`config.mk`:
```
export PLATFORM = sky130hd
export DESIGN_NAME = ssc_step_cfg
export DESIGN_NICKNAME = d
export VERILOG_FILES = /design/src/design/ssc_pkg.sv /design/src/design/ssc_route.sv /design/src/design/ssc_step_cfg.sv
export SDC_FILE = /design/constraint.sdc
export NUM_CORES = 1
export LEC_CHECK = 0
export BUFFER_PORTS_ARGS = -buffer_cell sky130_fd_sc_hd__buf_2
export CORE_AREA = 2 2 95 97
export CTS_BUF_LIST = sky130_fd_sc_hd__clkbuf_2
export CTS_CLUSTER_SIZE = 20
export DETAILED_ROUTE_END_ITERATION = 7
export DIE_AREA = 0 0 97 99
export GPL_TIMING_DRIVEN = 0
export PLACE_DENSITY = 0.78
export SETUP_SLACK_MARGIN = 0.5
export SYNTH_ARGS = -nofsm -noshare
export SYNTH_HDL_FRONTEND = slang
export SYNTH_SLANG_ARGS = --single-unit
```
`constraint.sdc`:
```
create_clock -name ref_clk_in -period 2.2 [get_ports ref_clk_in]
set_clock_uncertainty 0.05 [all_clocks]
set_input_delay 0.11 -clock ref_clk_in [delete_from_list [all_inputs] [get_ports ref_clk_in]]
set_output_delay 0.11 -clock ref_clk_in [all_outputs]
set_load 0.005 [all_outputs]
```
`src/design/ssc_pkg.sv`:
```
// Purpose: constants for the step six sequencer configuration register
// Assumes: 32-bit AXI4-Lite data, one aligned word per register
// Notes: register offsets are byte addresses of 32-bit words
//
// Notes on behaviour
// (RL1) bit 15 enables step six in the converter sequence; read/write.
// (RL2) bits 14:13 select gain: 00 gives 1, 01 gives 2, 10/11 give 4.
// (RL3) bits 12:5 are reserved and always read zero.
// (RL4) bit 4 picks negative input: 0 analog ground, 1 analog input seven.
// (RL5) bits 3:0 codes 0000 to 0111 pick external inputs zero to seven.
// (RL6) codes 1000, 1001, 1010 pick temperature sensor, internal short, test DAC.
// (RL7) upper codes pick scaled supplies, io supply/4 and analog rail/103 among them.
// (RL8) codes at or above 1000 pick negative input internally; neg bit ignored.
// (RL9) register sits at index 96h, resets to 0006h.
// (RL10) enabled step six converts with current settings; disabled step is skipped.
package ssc_pkg;
  localparam logic [7:0] STEP6_CFG_INDEX = 8'h96;
  localparam logic [11:0] STEP6_CFG_ADDR = {2'h0, STEP6_CFG_INDEX, 2'h0};
  localparam logic [11:0] STATUS_ADDR = 12'h400;
  localparam logic [15:0] STEP6_CFG_RESET = 16'h0006;
  localparam logic [15:0] STEP6_CFG_WMASK = 16'hE01F;
  localparam int EN_BIT = 15;
  localparam int GAIN_HI = 14;
  localparam int GAIN_LO = 13;
  localparam int NEG_BIT = 4;
  localparam int POS_HI = 3;
  localparam int POS_LO = 0;
  localparam logic [3:0] POS_INTERNAL_FIRST = 4'h8;
  localparam logic [1:0] RESP_OKAY = 2'h0;
  localparam logic [1:0] RESP_SLVERR = 2'h2;
  localparam logic [2:0] GAIN_X1 = 3'h1;
  localparam logic [2:0] GAIN_X2 = 3'h2;
  localparam logic [2:0] GAIN_X4 = 3'h4;
  typedef enum logic [1:0] {NEG_GROUND, NEG_INPUT_SEVEN, NEG_AUTO} ssc_neg_e;
endpackage : ssc_pkg

```
`src/design/ssc_route.sv`:
```
// Purpose: decode step six selections into converter routing controls
// Assumes: inputs come from the configuration register on the same clock
// Notes: outputs are registered
`timescale 1ns/1ps
module ssc_route (
  // clock and reset
  input wire logic ref_clk_in,
  input wire logic rst_n_in,
  // raw fields
  input wire logic [1:0] gain_code_in,
  input wire logic neg_sel_in,
  input wire logic [3:0] pos_sel_in,
  // decoded routing
  output logic [2:0] gain_factor_out,
  output ssc_pkg::ssc_neg_e neg_route_out,
  output logic internal_src_out
);
  always_ff @(posedge ref_clk_in) begin
    if (!rst_n_in) begin
      gain_factor_out <= ssc_pkg::GAIN_X1;
    end else begin
      case (gain_code_in)
        2'h0: gain_factor_out <= ssc_pkg::GAIN_X1; // RL2
        2'h1: gain_factor_out <= ssc_pkg::GAIN_X2; // RL2
        default: gain_factor_out <= ssc_pkg::GAIN_X4; // RL2
      endcase
    end
  end

  always_ff @(posedge ref_clk_in) begin
    if (!rst_n_in) begin
      neg_route_out <= ssc_pkg::NEG_GROUND;
      internal_src_out <= 1'b0;
    end else begin
      // internal and supply codes pick their own negative input
      internal_src_out <= (pos_sel_in >= ssc_pkg::POS_INTERNAL_FIRST); // RL6 RL7
      if (pos_sel_in >= ssc_pkg::POS_INTERNAL_FIRST) begin
        neg_route_out <= ssc_pkg::NEG_AUTO; // RL8
      end else if (neg_sel_in) begin
        neg_route_out <= ssc_pkg::NEG_INPUT_SEVEN; // RL4
      end else begin
        neg_route_out <= ssc_pkg::NEG_GROUND; // RL4
      end
    end
  end
endmodule : ssc_route

```
`src/design/ssc_step_cfg.sv`:
```
// Purpose: step six configuration register with AXI4-Lite slave
// Assumes: single clock, synchronous active-low reset
// Notes: status word shows sequencer progress on this step
//
// The register offsets and register access over AXI4-Lite are this design's own decisions.
`timescale 1ns/1ps
module ssc_step_cfg (
  // clock and reset
  input wire logic ref_clk_in,
  input wire logic rst_n_in,
  // axi4-lite write address
  input wire logic [11:0] s_axi_awaddr_in,
  input wire logic s_axi_awvalid_in,
  output logic s_axi_awready_out,
  // axi4-lite write data
  input wire logic [31:0] s_axi_wdata_in,
  input wire logic [3:0] s_axi_wstrb_in,
  input wire logic s_axi_wvalid_in,
  output logic s_axi_wready_out,
  // axi4-lite write response
  output logic [1:0] s_axi_bresp_out,
  output logic s_axi_bvalid_out,
  input wire logic s_axi_bready_in,
  // axi4-lite read address
  input wire logic [11:0] s_axi_araddr_in,
  input wire logic s_axi_arvalid_in,
  output logic s_axi_arready_out,
  // axi4-lite read data
  output logic [31:0] s_axi_rdata_out,
  output logic [1:0] s_axi_rresp_out,
  output logic s_axi_rvalid_out,
  input wire logic s_axi_rready_in,
  // sequencer side
  input wire logic step_six_request_in,
  output logic step_six_convert_out,
  output logic step_six_skip_out,
  // converter controls
  output logic step_six_enable_out,
  output logic [2:0] step_six_gain_out,
  output ssc_pkg::ssc_neg_e step_six_neg_route_out,
  output logic [3:0] step_six_pos_input_out,
  output logic step_six_internal_out
);

  ////////////////////////////////////////////////////////////////////////////
  logic [15:0] cfg_reg;
  logic [11:0] awaddr_reg;
  logic aw_held_reg;
  logic [31:0] wdata_reg;
  logic [3:0] wstrb_reg;
  logic w_held_reg;
  logic [15:0] convert_count_reg;
  logic [15:0] skip_count_reg;
  logic do_write;
  logic [15:0] cfg_next;

  ////////////////////////////////////////////////////////////////////////////
  // write channel capture: address and data in either order
  assign s_axi_awready_out = !aw_held_reg && !s_axi_bvalid_out;
  assign s_axi_wready_out = !w_held_reg && !s_axi_bvalid_out;
  assign do_write = aw_held_reg && w_held_reg && !s_axi_bvalid_out;

  always_ff @(posedge ref_clk_in) begin
    if (!rst_n_in) begin
      aw_held_reg <= 1'b0;
      awaddr_reg <= 12'h000;
    end else if (s_axi_awvalid_in && s_axi_awready_out) begin
      aw_held_reg <= 1'b1;
      awaddr_reg <= s_axi_awaddr_in;
    end else if (do_write) begin
      aw_held_reg <= 1'b0;
    end
  end

  always_ff @(posedge ref_clk_in) begin
    if (!rst_n_in) begin
      w_held_reg <= 1'b0;
      wdata_reg <= 32'h00000000;
      wstrb_reg <= 4'h0;
    end else if (s_axi_wvalid_in && s_axi_wready_out) begin
      w_held_reg <= 1'b1;
      wdata_reg <= s_axi_wdata_in;
      wstrb_reg <= s_axi_wstrb_in;
    end else if (do_write) begin
      w_held_reg <= 1'b0;
    end
  end

  always_comb begin
    cfg_next = cfg_reg;
    if (wstrb_reg[0]) begin
      cfg_next[7:0] = wdata_reg[7:0];
    end
    if (wstrb_reg[1]) begin
      cfg_next[15:8] = wdata_reg[15:8];
    end
    // reserved span never stores a one
    cfg_next = cfg_next & ssc_pkg::STEP6_CFG_WMASK; // RL3
  end

  always_ff @(posedge ref_clk_in) begin
    if (!rst_n_in) begin
      cfg_reg <= ssc_pkg::STEP6_CFG_RESET; // RL9
    end else if (do_write && awaddr_reg == ssc_pkg::STEP6_CFG_ADDR) begin
      cfg_reg <= cfg_next; // RL1 RL2 RL4 RL5
    end
  end

  always_ff @(posedge ref_clk_in) begin
    if (!rst_n_in) begin
      s_axi_bvalid_out <= 1'b0;
      s_axi_bresp_out <= ssc_pkg::RESP_OKAY;
    end else if (do_write) begin
      s_axi_bvalid_out <= 1'b1;
      s_axi_bresp_out <= (awaddr_reg == ssc_pkg::STEP6_CFG_ADDR ||
                          awaddr_reg == ssc_pkg::STATUS_ADDR) ?
                         ssc_pkg::RESP_OKAY : ssc_pkg::RESP_SLVERR;
    end else if (s_axi_bready_in) begin
      s_axi_bvalid_out <= 1'b0;
    end
  end

  ////////////////////////////////////////////////////////////////////////////
  // read channel: one outstanding read, address taken only while idle
  assign s_axi_arready_out = !s_axi_rvalid_out;

  always_ff @(posedge ref_clk_in) begin
    if (!rst_n_in) begin
      s_axi_rvalid_out <= 1'b0;
      s_axi_rdata_out <= 32'h00000000;
      s_axi_rresp_out <= ssc_pkg::RESP_OKAY;
    end else if (s_axi_arvalid_in && s_axi_arready_out) begin
      s_axi_rvalid_out <= 1'b1;
      s_axi_rresp_out <= ssc_pkg::RESP_OKAY;
      if (s_axi_araddr_in == ssc_pkg::STEP6_CFG_ADDR) begin
        s_axi_rdata_out <= {16'h0000, cfg_reg}; // RL3
      end else if (s_axi_araddr_in == ssc_pkg::STATUS_ADDR) begin
        s_axi_rdata_out <= {skip_count_reg, convert_count_reg};
      end else begin
        s_axi_rdata_out <= 32'h00000000;
        s_axi_rresp_out <= ssc_pkg::RESP_SLVERR;
      end
    end else if (s_axi_rready_in) begin
      s_axi_rvalid_out <= 1'b0;
    end
  end

  ////////////////////////////////////////////////////////////////////////////
  // sequencer step: convert with current settings or skip
  always_ff @(posedge ref_clk_in) begin
    if (!rst_n_in) begin
      step_six_convert_out <= 1'b0;
      step_six_skip_out <= 1'b0;
    end else begin
      step_six_convert_out <= step_six_request_in && cfg_reg[ssc_pkg::EN_BIT]; // RL10
      step_six_skip_out <= step_six_request_in && !cfg_reg[ssc_pkg::EN_BIT]; // RL10
    end
  end

  // counters wrap; software reads them as a rough activity gauge
  always_ff @(posedge ref_clk_in) begin
    if (!rst_n_in) begin
      convert_count_reg <= 16'h0000;
      skip_count_reg <= 16'h0000;
    end else begin
      if (step_six_convert_out) begin
        convert_count_reg <= convert_count_reg + 16'h0001;
      end
      if (step_six_skip_out) begin
        skip_count_reg <= skip_count_reg + 16'h0001;
      end
    end
  end

  always_ff @(posedge ref_clk_in) begin
    if (!rst_n_in) begin
      step_six_enable_out <= 1'b0;
      step_six_pos_input_out <= 4'h0;
    end else begin
      step_six_enable_out <= cfg_reg[ssc_pkg::EN_BIT]; // RL1
      step_six_pos_input_out <= cfg_reg[ssc_pkg::POS_HI:ssc_pkg::POS_LO]; // RL5
    end
  end

  ssc_route u_route (
    .ref_clk_in(ref_clk_in),
    .rst_n_in(rst_n_in),
    .gain_code_in(cfg_reg[ssc_pkg::GAIN_HI:ssc_pkg::GAIN_LO]),
    .neg_sel_in(cfg_reg[ssc_pkg::NEG_BIT]),
    .pos_sel_in(cfg_reg[ssc_pkg::POS_HI:ssc_pkg::POS_LO]),
    .gain_factor_out(step_six_gain_out),
    .neg_route_out(step_six_neg_route_out),
    .internal_src_out(step_six_internal_out)
  );

  ////////////////////////////////////////////////////////////////////////////
  reset_value_a: assert property (@(posedge ref_clk_in) // RL9
    $rose(rst_n_in) |-> cfg_reg == ssc_pkg::STEP6_CFG_RESET)
    else $error("config not at reset value after reset");

  reserved_zero_a: assert property (@(posedge ref_clk_in) disable iff (!rst_n_in) // RL3
    $rose(s_axi_rvalid_out) && $past(s_axi_araddr_in == ssc_pkg::STEP6_CFG_ADDR) |->
    s_axi_rdata_out[12:5] == 8'h00)
    else $error("reserved bits read nonzero");

  enable_follow_a: assert property (@(posedge ref_clk_in) disable iff (!rst_n_in) // RL1
    $past(rst_n_in) |-> step_six_enable_out == $past(cfg_reg[ssc_pkg::EN_BIT]))
    else $error("enable output does not follow register");

  gain_four_a: assert property (@(posedge ref_clk_in) disable iff (!rst_n_in) // RL2
    cfg_reg[14] |=> step_six_gain_out == ssc_pkg::GAIN_X4)
    else $error("gain codes 10 and 11 not four");

  gain_low_a: assert property (@(posedge ref_clk_in) disable iff (!rst_n_in) // RL2
    cfg_reg[14:13] == 2'h1 |=> step_six_gain_out == ssc_pkg::GAIN_X2)
    else $error("gain code 01 not two");

  neg_auto_a: assert property (@(posedge ref_clk_in) disable iff (!rst_n_in) // RL8
    cfg_reg[3] |=> step_six_neg_route_out == ssc_pkg::NEG_AUTO && step_six_internal_out)
    else $error("internal code did not pick negative input itself");

  neg_select_a: assert property (@(posedge ref_clk_in) disable iff (!rst_n_in) // RL4
    !cfg_reg[3] && cfg_reg[4] |=> step_six_neg_route_out == ssc_pkg::NEG_INPUT_SEVEN)
    else $error("negative select not honoured");

  pos_follow_a: assert property (@(posedge ref_clk_in) disable iff (!rst_n_in) // RL5
    $past(rst_n_in) |->
    step_six_pos_input_out == $past(cfg_reg[ssc_pkg::POS_HI:ssc_pkg::POS_LO]))
    else $error("positive input output stale");

  skip_step_a: assert property (@(posedge ref_clk_in) disable iff (!rst_n_in) // RL10
    step_six_request_in && !cfg_reg[ssc_pkg::EN_BIT] |=> step_six_skip_out && !step_six_convert_out)
    else $error("disabled step was not skipped");

  write_stores_a: assert property (@(posedge ref_clk_in) disable iff (!rst_n_in) // RL1
    do_write && awaddr_reg == ssc_pkg::STEP6_CFG_ADDR && wstrb_reg[1] |=>
    cfg_reg[15] == $past(wdata_reg[15]))
    else $error("write to enable bit not stored");

endmodule : ssc_step_cfg

```
Word-level counts from Yosys, hierarchy flattened. Index checks and enable logic that the tools add are counted.

Register bits after elaboration: 123. Input bits: 68. Output and inout port bits: 54. Word-level logic and storage cells: 70.

Add/subtract/negate cells: 2. $lt $le $gt $ge: 1. Equality and inequality tests: 5. Multiplexer cells: 15. Bitwise gates (word level): 1. Reductions and logical operators: 24.

Operators by type and width (count): 2-to-1 mux 32 bit (2); adder 16 x 1 -> 16 bit (second input constant) (2); equality test 12 x 10 -> 1 bit (second input constant) (2); equality test 12 x 11 -> 1 bit (second input constant) (2); logical AND 1 bit (10); 2-to-1 mux 1 bit (8); 2-to-1 mux 2 bit (4); nonzero test 2 bit (4); one-hot mux 3 bit (2 select lines) (1); logical NOT 1 bit (5); >= comparator 4 bit (second input constant) (1); AND reduction 2 bit (2); equality test 2 x 1 -> 1 bit (second input constant) (1); logical NOT 2 bit (1); OR reduction 2 bit (1); logical OR 1 bit (1); inverter 1 bit (1).

Logic depth before layout (Yosys ltp). Gate-level depths: netlist (run 1).

Word-level depth: 4. Gate-level depth with buffers: 6.

Modules after synthesis. Synthesis (run 1) repeated with hierarchy kept, for this count alone.

Cell total of the unflattened synthesis: 455. Area, all modules: 4385.5 µm².

Modules (own cells, without submodules): ssc_step_cfg (times used 1, cells each 444, area an instance 4240.3 µm²); ssc_route (times used 1, cells each 11, area an instance 145.1 µm²).

Worst setup path after synthesis (run 1). Ideal clock, no wire load.

Path type: input to register. From: input s_axi_araddr_in[5]. To: register s_axi_rdata_out[19]. Setup time: 0.057 ns. Arrival time: 1.661 ns. Required time: 2.093 ns. Slack: 0.432 ns. Stages: 6. Path buffers: 2. Cells stage by stage: or4_4 -> nor4_4 -> and3_1 -> buf_6 -> buf_8 -> a22o_2.

Cells in the longest elaborated chain, start to end: 3.

RTL lines: from (decl) (line ssc_step_cfg.sv:25) `input wire logic [11:0] s_axi_araddr_in,`; equality test 12 x 11 -> 1 bit (line ssc_step_cfg.sv:137) `end else if (s_axi_araddr_in == ssc_pkg::STATUS_ADDR) begin`; 2-to-1 mux 32 bit (line ssc_step_cfg.sv:137); 2-to-1 mux 32 bit (*) (line ssc_step_cfg.sv:135) `if (s_axi_araddr_in == ssc_pkg::STEP6_CFG_ADDR) begin`; to (signal assigned) (line ssc_step_cfg.sv:136) `s_axi_rdata_out <= {16'h0000, cfg_reg};`; to (signal assigned) (line ssc_step_cfg.sv:138) `s_axi_rdata_out <= {skip_count_reg, convert_count_reg};`; to (decl) (line ssc_step_cfg.sv:29) `output logic [31:0] s_axi_rdata_out,`.

Every way passes the cells marked *; elsewhere a longest branch is shown, timed or not. A chain may end at the register's enable or synchronous reset.

Worst setup path in the final report (run 1).
From: register awaddr_reg[2]. To: register cfg_reg[1].

Cells in the longest elaborated chain, start to end: 3.

RTL lines: from (decl) (line ssc_step_cfg.sv:47) `logic [11:0] awaddr_reg;`; from (signal assigned) (line ssc_step_cfg.sv:69) `awaddr_reg <= s_axi_awaddr_in;`; equality test 12 x 10 -> 1 bit (line ssc_step_cfg.sv:104) `end else if (do_write && awaddr_reg == ssc_pkg::STEP6_CFG_ADDR) begin`; logical AND 1 bit (line ssc_step_cfg.sv:104); AND reduction 2 bit (no source line); to (signal assigned) (line ssc_step_cfg.sv:103) `cfg_reg <= ssc_pkg::STEP6_CFG_RESET;`; to (signal assigned) (line ssc_step_cfg.sv:105) `cfg_reg <= cfg_next;`; to (decl) (line ssc_step_cfg.sv:46) `logic [15:0] cfg_reg;`.

Every way passes these cells.

==> results.toml, run 1 <==
[clock_network]
cts_buffers = 9
ctsLongestPathBuffers = 2
clockRootBuffer = "clkbuf_2"
cts_tree = "yes"
clock_latency_ps = 570
htreeDepth = 3
clk_pin_slew_ps = 280
cts.sinks = 112

[power]
switchingPower_uw = 850
p_clk_share_pct = 25.1
p_seq_share_pct = 65.2
p_per_area_nw_per_um2 = 589
internal-power_mw = 2.41
p_comb_share_pct = 9.7
p_leak_nw = 2.41
ir_worst_vdd_v = 0.000333
p_sw_share_pct = 26.1

[global_routing]
grt_pass1_vias = 3628
grt_max_degree = 19
track_usage_pct = 20.8
overflow = 0
grt_pass1_wl_um = 16400
antenna_found_initial = 0

[synth]
synthFlopType = "dfxtp_1"
synth_area_um2 = 4390
syn_inst = 457
ys_async_sr_fraction_pct = 0
synth_edf_count = 0
yosys_warnings = 0
synth-seq-cells = 112
seq_area_frac_synth_pct = 51.1
synth_cell_types = 42
syn_avg_cell_area_um2 = 9.60

[layout]
diodes = 0
largest_register_ffs = 32
syn2layout_area_growth_pct = 25.9
drive_gt1_share_pct = 26.0
nNetsFinal = 668

[drt]
vias = 3724
ant_nets = 0
drtIter0Drc = 104
routed_wl_um = 9830
viasPerCell = 5.24
wire_per_inst_um = 13.8
first_pass_iters = 4
drc = 0

[floorplan]
core_um2 = 8550
rows = 34
die_w_um = 97
die-area_um2 = 9600
start_util_pct = 51.3
fp.dieH_um = 99
pin_count = 122

[critical_path]
arrival_ps = 2220
crit_start = "awaddr_reg[2]$_SDFFE_PN0P_"
path_class = "register to register"
crit_path_end = "cfg_reg[1]$_SDFFE_PN1P_"
start_kind = "register"
r2r-start = "awaddr_reg[2]$_SDFFE_PN0P_"
rr_endpoint = "cfg_reg[1]$_SDFFE_PN1P_"
ff2ff_setup_slack_ps = 430
cp-end-kind = "register"
cp_data_required_time_ps = 2650
crit_fanout = 5
reg2reg_depth = 5

[sta]
fmax_mhz = 565
holdWs_ps = 24.7
drv_slew = 0
rsz0062_at_grt = "true"
final-hold-violation-count = 0
fin_crit_ps = 1770
fin_crit_sh_pct = 80.4
setup_violations = 0
fin_tns_setup_ps = 0
worst_pin_slew_ps = 817
relSlewSlack_pct = 45.1

[worst_hold_path]
hold_class = "input pin to register"

[place]
port_buffers = 92
gp_congestion = 0.828
hpwl_um = 6820

[flow_run]
maxCapViolCount = 0

[outcome]
status = "finished, final reports clean"
cell usage in the layout, fill, tap and decap left out, types with 3 or more instances in the layout:
cell	netlist	routed
o21ai_0	17	17
a21oi_1	8	8
buf_4	3	5
xnor2_1	11	11
a22o_2	17	17
nor3_1	8	7
clkbuf_2	0	15
a21boi_0	30	30
buf_2	1	92
nor4_4	1	3
dfxtp_1	112	106
mux2i_1	14	14
dfxtp_2	0	5
xor2_1	9	9
clkbuf_1	23	16
inv_1	8	8
or3_1	5	5
dlygate4sd3_1	0	35
and2_1	23	22
a22o_1	7	7
nand3_1	7	6
a22oi_1	8	8
and4_1	3	3
nand2b_1	5	5
and3_1	6	6
nor4_1	5	3
nor2b_1	9	8
nand2_1	80	80
nand4_1	14	14
cells by family after synthesis:
kind of cell	count (synthesis)	synth area share, %
AO/OA/AOI/OAI	91	15.4
XOR/XNOR	20	3.99
adder cells (fa/ha/maj)	2	0.570
buffers and inverters	38	4.22
flip-flops	112	51.1
multiplexers	14	3.19
other	1	0.0855
AND/OR/NAND/NOR	179	21.5
synthesized netlist by cell type (3+ instances only):
cell	count	share of area [%]
and3_1	6	0.86
or3_1	5	0.71
a22oi_1	8	1.4
nor4_1	5	0.71
dfxtp_1	112	51
and2_1	23	3.3
a21oi_1	8	0.91
clkbuf_1	23	2.0
buf_4	3	0.51
and4_1	3	0.60
nand2b_1	5	0.71
mux2i_1	14	3.2
nand4_1	14	2.0
nand2_1	80	6.8
xnor2_1	11	2.2
nor2_1	3	0.26
a22o_1	7	1.4
o21ai_0	17	1.9
a21boi_0	30	5.1
nor3_1	8	0.91
a22o_2	17	3.9
xor2_1	9	1.8
nor2b_1	9	1.3
nand3_1	7	0.80
inv_1	8	0.68
through the flow:
| stage | instance area [um2] | setup slack (ps) | power, mW | utilization (%) | instances |
|---|---|---|---|---|---|
| 2_1_floorplan | 4400 | 432 | 2.29 | - | 458 |
| 3_3_place_gp | 4990 | 136 | 2.39 | 58.4 | 658 |
| 3_5_place_dp | 4990 | 104 | 2.40 | 58.4 | 658 |
| 4_1_cts | 5470 | 331 | 3.26 | 64.0 | 710 |
| 5_1_grt | 5530 | 361 | 3.40 | 64.6 | 711 |
| 6_report | 5530 | 431 | 3.26 | 64.6 | 711 |
worst max-delay path, cell delays in order, from the launching register on:
cell	delay, ps
dfxtp_1	380
or4_4	540
nor4_4	220
and3_1	220
buf_6	130
mux2i_1	180
per-layer routing:
| metal | GRT usage [%] | routed length, um |
|---|---|---|
| met2 | 35.5 | 4710 |
| met3 | 3.12 | 334 |
| met1 | 26.6 | 4560 |
| met5 | 0 | 0 |
| met4 | 7.91 | 230 |
area by class of cell:
| cell class | count | area, um2 |
|---|---|---|
| inverter | 8 | 30.0 |
| fill | 701 | 3020 |
| buffer | 30 | 175 |
| tap | 108 | 135 |
| multi-input combinational | 308 | 2020 |
| sequential | 112 | 2250 |
| timing repair buffer | 129 | 826 |
| clock inverter | 6 | 42.5 |
| clock buffer | 10 | 50.0 |
power by group through the flow:
stage,combinational (mW),sequential (mW),clock (mW)
after global placement,0.236,2.15,0
after detailed placement,0.245,2.16,0
after global routing,0.354,2.13,0.910
after floorplan,0.140,2.15,0
after CTS,0.307,2.12,0.834
final,0.316,2.12,0.818
worst min path at each step:
stage                              startpoint                          endpoint  slack [ps]  cells past startpoint
final                     s_axi_araddr_in[11]  s_axi_rdata_out[13]$_SDFFE_PN0P_          20                      5
after floorplan           step_six_request_in      step_six_skip_out$_SDFF_PN0_         170                      2
after global routing      s_axi_araddr_in[11]   s_axi_rdata_out[3]$_SDFFE_PN0P_          20                      5
after CTS                 s_axi_araddr_in[11]   s_axi_rdata_out[0]$_SDFFE_PN0P_         -10                      5
after global placement       s_axi_arvalid_in     s_axi_rvalid_out$_SDFFE_PN0P_         290                      2
after detailed placement     s_axi_arvalid_in     s_axi_rvalid_out$_SDFFE_PN0P_         310                      2
repair_timing:
item	in CTS	in global routing
pin swaps	4	3
buffers inserted	1	1
endpoints found under the setup margin	16	49
hold buffers	35	0
hold endpoints to repair	35	0
gates resized for setup	10	22
No activity file was read; power rests on OpenSTA's default activity.
==> inputs of run 2 (changes only) <==
ABC_AREA = 1   (was unset)
CORE_AREA = 2 2 98 100   (was 2 2 95 97)
DIE_AREA = 0 0 100 102   (was 0 0 97 99)
PLACE_DENSITY = 0.76   (was 0.78)
clock period = 1.8 ns   (was 2.2 ns; I/O delays follow)
==> run 2 against run 1 <==
Net effect:
- the flow now finishes with violations (hold timing)
- hold slack worse by 40 ps
- largest cell class unchanged
- global-route usage up 2.2 points
- wire length up 24%
- critical path depth up 2
- synthesized cell count up 39%
- sequential power up 23%
- combinational power up 59%
- worst setup slack worse by 32 ps
==> results.toml, run 2 <==
[outcome]
status = "complete, but fails checks"
failed_checks = "hold timing"

[drt]
wl_met3_um = 675
top_layer = "met4"
dr_wl_met2_um = 6240
first_pass_iters = 5
wire_per_inst_um = 13.4
drtIter0Drc = 285
routed_wl_um = 12200
ant_nets = 0
wl_met1_um = 5040
vias = 4810
drc = 0
viasPerCell = 5.26

[synth]
yosys_warnings = 0
synth_cell_types = 29
synth_area_um2 = 4620
synth_area_leaders = "dfxtp_1 (49%), nor2_1 (9.4%), nand2_1 (9.3%), a21oi_1 (5.4%), nand4_1 (5.3%)"
synth-seq-cells = 112
yosysMostFrequentCell = "nor2_1"
syn_inst = 634
synth.top_cell.area_share_pct = 48.6
synth_edf_count = 0
synth_top_cell_by_area = "dfxtp_1"
ys_async_sr_fraction_pct = 0
seq_area_frac_synth_pct = 48.6
synthFlopType = "dfxtp_1"
syn_avg_cell_area_um2 = 7.28
yosys-top-cells-count = "nor2_1 (116), nand2_1 (114), dfxtp_1 (112)"

[clock_network]
cts_tree = "yes"
ctsLongestPathBuffers = 2
cts.sinks = 112
cts_buffers = 9
htreeDepth = 3
clock_latency_ps = 540
clk_pin_slew_ps = 280
clockRootBuffer = "clkbuf_2"

[place]
hpwl_um = 7930
gp_congestion = 0.859
placed_cell_area_um2 = 5240
port_buffers = 92
dp_slack_ps = 288

[global_routing]
track_usage_pct = 23.0
grt_pass1_vias = 4358
overflow = 0
grt_max_degree = 18
grt_pass1_wl_um = 18900
antenna_found_initial = 0

[power]
total_power_mw = 4.07
p_leak_nw = 2.83
ir_worst_vdd_v = 0.000399
p_per_area_nw_per_um2 = 651

[floorplan]
rows = 35
start_util_pct = 50.7
die_w_um = 100
pin_count = 122
die-area_um2 = 10200
core_um2 = 9110
fp.dieH_um = 102

[critical_path]
cp-end-kind = "register"
critical-path-top-delay-family = "simple AND/OR/NAND/NOR gates"
start_kind = "register"
cp_data_required_time_ps = 2240
crit_fanout = 4
path_class = "register to register"
path_buf_inv = 0
slowest_delay_ps = 510
crit_chain = "nand2_4, nor2_2, nand4_1, nor2_1, nand2_1, nand2_1, nor2_1"
crit_path_top_delay_cell = "dfxtp_1"
arrival_ps = 1850

[layout]
seq_area_um2 = 2310
syn2layout_area_growth_pct = 35.3
largest_register_ffs = 32
fin_area_um2 = 6250
nNetsFinal = 868
diodes = 0
final.fill_count = 734
multi_input_area_um2 = 2250
drive_gt1_share_pct = 31.0
final_cell_mix = "nand2_1 (99), nor2_1 (96), buf_2 (93)"
final_common_cell = "nand2_1"

[worst_hold_path]
hold_class = "input pin to register"

[sta]
holdWs_ps = -15.0
rsz0062_at_grt = "true"
fmax_mhz = 713
final-hold-violation-count = 1
setup_violations = 0
worst_pin_slew_ps = 807
fin_crit_ps = 1400
fin_crit_sh_pct = 77.9
fin_tns_setup_ps = 0
drv_slew = 0
fin_ws_ps = 398
relSlewSlack_pct = 45.8

[flow_run]
maxCapViolCount = 0
## run 2: cell count changes after synthesis, moves of 27 or more
cell	change
a21boi_0	-30
nor2_1	+113
inv_1	+50
nand3_1	+27
nand2_1	+34
a21oi_1	+42
## run 2: metrics by stage
| step | utilization [%] | std cells |
|---|---|---|
| 4_1_cts | 65.2 | 902 |
| 3_3_place_gp | 57.5 | 838 |
| 2_1_floorplan | - | 635 |
| 6_report | 68.6 | 914 |
| 3_5_place_dp | 57.5 | 838 |
| 5_1_grt | 68.6 | 914 |
## run 2: report_power, final
| group | total, mW | switching [mW] | internal (mW) |
|---|---|---|---|
| clock network | 0.969 | 0.789 | 0.180 |
| registers | 2.60 | 0.0452 | 2.55 |
| logic | 0.502 | 0.286 | 0.216 |
## run 2: cell families (layout without fill, tap and decap cells)
kind of cell / count (synthesis) / after routing / share of synthesized area, %
compound gates: 93 / 93 / 10.5
simple gates: 328 / 328 / 31.2
other cells: 1 / 2 / 0.0812
xor+xnor: 3 / 3 / 0.569
fa+ha+maj: 2 / 2 / 0.542
flops: 112 / 112 / 48.6
buf+inv: 95 / 263 / 8.56
## run 2: timing repair
item / CTS / global route
pin swaps: 15 / 26
hold buffers: 35 / 1
resized for setup: 64 / 80
endpoints found under the setup margin: 68 / 89
hold endpoints to repair: 42 / 7
setup buffers: 13 / 11
## run 2: final cells by class
class | instances | share of cell area [%]
Clock buffer | 10 | 0.801
Multi-Input combinational cell | 428 | 36.0
Clock inverter | 6 | 0.541
Inverter | 65 | 4.02
Tap cell | 111 | 2.22
Sequential cell | 112 | 37.0
Timing Repair Buffer | 152 | 16.4
Buffer | 30 | 3.00
## run 2: worst paths after layout
| path | startpoint | cells past startpoint | to | slack, ps |
|---|---|---|---|---|
| worst min register to register | cfg_reg[0]$_SDFFE_PN0P_ | 2 | step_six_pos_input_out[0]$_SDFF_PN0_ | 420 |
| worst max-delay path | skip_count_reg[9]$_SDFFE_PN0P_ | 7 | skip_count_reg[14]$_SDFFE_PN0P_ | 400 |
| worst min-delay path | s_axi_araddr_in[10] | 5 | s_axi_rresp_out[1]$_SDFFE_PN0P_ | -10 |
| worst max register to register | skip_count_reg[9]$_SDFFE_PN0P_ | 7 | skip_count_reg[14]$_SDFFE_PN0P_ | 400 |
## run 2: routing by layer
metal / vias to the layer above / global-route usage [%]
met4: 0 / 10.7
met1: 2198 / 27.1
met2: 181 / 41.1
li1: 2399 / -
met3: 32 / 3.76
met5: - / 0
## run 2: worst register-to-register path, cell delays in order (launching register included)
cell and delay (ps):
dfxtp_1 510, nand2_4 90, nor2_2 80, nand4_1 240, nor2_1 220, nand2_1 70, nand2_1 50, nor2_1 40
==> inputs of run 3 (changes only) <==
clock period = 1.3 ns   (was 1.8 ns; I/O delays follow)
==> run 3 against run 2 <==
Net effect:
- the run ends with hold timing, setup timing left
- flip-flop and latch count unchanged
- power up 56%
- sequential power up 39%
- combinational power up 150%
- design area up 26%
- hold slack worse by 210 ps
- non-clock buffer count up 57
- via count up 18%
- core utilization up 18 points
- global-route usage up 7.6 points
- clock power up 53%
- cell count up 6.5%
==> results.toml, run 3 (synthesis results as in run 2) <==
[clock_network]
cts.sinks = 112
htreeDepth = 3
cts_buffers = 9
cts_tree = "yes"
clk_pin_slew_ps = 330
cts_hold_buf = 28
ctsLongestPathBuffers = 2
clockRootBuffer = "clkbuf_2"
clock_latency_ps = 620

[critical_path]
critical-path-top-delay-family = "simple AND/OR/NAND/NOR gates"
cp-end-kind = "register"
crit_fanout = 5
path_class = "register to register"
crit_start = "convert_count_reg[1]$_SDFFE_PN0P_"
r2r-start = "convert_count_reg[1]$_SDFFE_PN0P_"
reg2reg_depth = 8
cp_data_required_time_ps = 1780
slowest_delay_ps = 440
crit_cells = 8
start_kind = "register"
path_buf_inv = 2
path_common_cell = "nor2_4"
crit_path_end = "convert_count_reg[15]$_SDFFE_PN0P_"
crit_chain = "buf_4, buf_6, nand2_4, nor2_4, nand2_2, nor2_4, a21oi_1, nor2_1"
arrival_ps = 2080
ff2ff_setup_slack_ps = -300
crit_path_top_delay_cell = "dfxtp_4"
rr_endpoint = "convert_count_reg[15]$_SDFFE_PN0P_"

[worst_hold_path]
hold_class = "input pin to register"

[global_routing]
track_usage_pct = 30.5
antenna_found_initial = 0
grt_pass1_vias = 5264
grt_max_degree = 19
grt_busiest_layer = "met2"
grt_pass1_wl_um = 24500
overflow = 0
use_met3_pct = 5.20
grt_use_met2_pct = 56.8
grt_use_met1_pct = 33.6

[sta]
fin_crit_sh_pct = 123
fin_tns_setup_ps = -3430
setup_violations = 25
final-hold-violation-count = 26
fin_ws_ps = -298
drv_slew = 0
rsz0062_at_grt = "true"
holdWs_ps = -227
fmax_mhz = 626
relSlewSlack_pct = 47.7
fin_crit_ps = 1600
worst_pin_slew_ps = 785

[drt]
routed_wl_um = 18600
first_pass_iters = 7
viasPerCell = 5.84
ant_nets = 0
vias = 5684
wire_per_inst_um = 19.1
drc = 0
drtIter0Drc = 520

[power]
switchingPower_mw = 1.96
p_clk_share_pct = 23.3
p_per_area_nw_per_um2 = 807
internal-power_mw = 4.38
p_comb_share_pct = 19.6
p_sw_share_pct = 30.9
p_leak_nw = 3.51
p_seq_share_pct = 57.0
total_power_mw = 6.34
ir_worst_vdd_v = 0.000685

[floorplan]
core_um2 = 9110
die_w_um = 100
start_util_pct = 50.7
fp.dieH_um = 102
pin_count = 122
rows = 35
die-area_um2 = 10200

[place]
port_buffers = 92
hpwl_um = 8390
dp_slack_ps = -288
gp_congestion = 0.908

[outcome]
status = "complete, but fails checks"
failed_checks = "hold timing, setup timing"

[layout]
diodes = 0
final.fill_count = 460
seq_area_um2 = 2370
largest_register_ffs = 32
final_cell_mix = "buf_2 (86), nor2_1 (79), nand2_1 (70)"
nNetsFinal = 927
multi_input_area_um2 = 2950
final_common_cell = "buf_2"
syn2layout_area_growth_pct = 70.2
drive_gt1_share_pct = 58.0

[flow_run]
maxCapViolCount = 0
[run 3: changes by cell type in the layout (fill, tap and decap cells not counted), moves of 14 or more]
cell,change
nand3_1,-15
nand2_1,-29
o21ai_2,+25
nand2_4,+14
a21oi_1,-29
dfxtp_1,-41
buf_4,+19
a21oi_2,+28
nor2_1,-17
o21ai_0,-26
buf_6,+47
dfxtp_2,+38
[run 3: how the worst min path moves through the flow]
stage | from | endpoint | slack [ps] | depth (start not counted)
4_1_cts | s_axi_arvalid_in | s_axi_rdata_out[5]$_SDFFE_PN0P_ | -210 | 4
3_5_place_dp | s_axi_wdata_in[13] | wdata_reg[13]$_SDFFE_PN0P_ | 260 | 3
5_1_grt | s_axi_arvalid_in | s_axi_rdata_out[5]$_SDFFE_PN0P_ | -220 | 4
3_3_place_gp | s_axi_awaddr_in[4] | awaddr_reg[4]$_SDFFE_PN0P_ | 250 | 3
2_1_floorplan | step_six_request_in | step_six_convert_out$_SDFF_PN0_ | 140 | 2
6_report | s_axi_arvalid_in | s_axi_rdata_out[5]$_SDFFE_PN0P_ | -230 | 4
[run 3: final cells by class]
class / instances / area share [%]
Inverter: 65 / 3.49
Timing Repair inverter: 2 / 0.350
Buffer: 30 / 3.80
Multi-Input combinational cell: 428 / 37.5
Timing Repair Buffer: 209 / 21.8
Sequential cell: 112 / 30.2
Tap cell: 111 / 1.77
Clock buffer: 9 / 0.573
Clock inverter: 7 / 0.557
[run 3: stage by stage]
stage	cell area (um2)	util (%)	cells
after CTS	7140	78.4	941
final	7860	86.3	973
after global routing	7860	86.3	973
after floorplan	4930	-	635
after global placement	5530	60.8	838
after detailed placement	5530	60.8	838
[run 3: what timing repair did]
item                                    CTS  global route
pin swaps                                91            72
endpoints found under the hold margin    70            32
endpoints found under the setup margin  152           162
gates resized for setup                 222           129
buffers inserted                         50            32
gates cloned                              9             0
[run 3: per-layer routing]
metal / vias up / part of all wire [%]
li1: 2524 / -
met1: 2642 / 35
met2: 399 / 50
met3: 119 / 8.8
met4: 0 / 6.0
met5: - / 0
[run 3: power groups by stage]
stage                     sequential (mW)  combinational [mW]  clock, mW
after floorplan                      3.67               0.424          0
after global placement               3.67               0.613          0
after detailed placement             3.68               0.632          0
after CTS                            3.61               0.986       1.43
after global routing                 3.63                1.32       1.58
final                                3.62                1.25       1.48
[run 3: worst reg2reg max path, cell delays in order (launching register included)]
cell and delay (ps):
dfxtp_4 440, buf_4 110, buf_6 100, nand2_4 60, nor2_4 150, nand2_2 80, nor2_4 210, a21oi_1 160
nor2_1 150
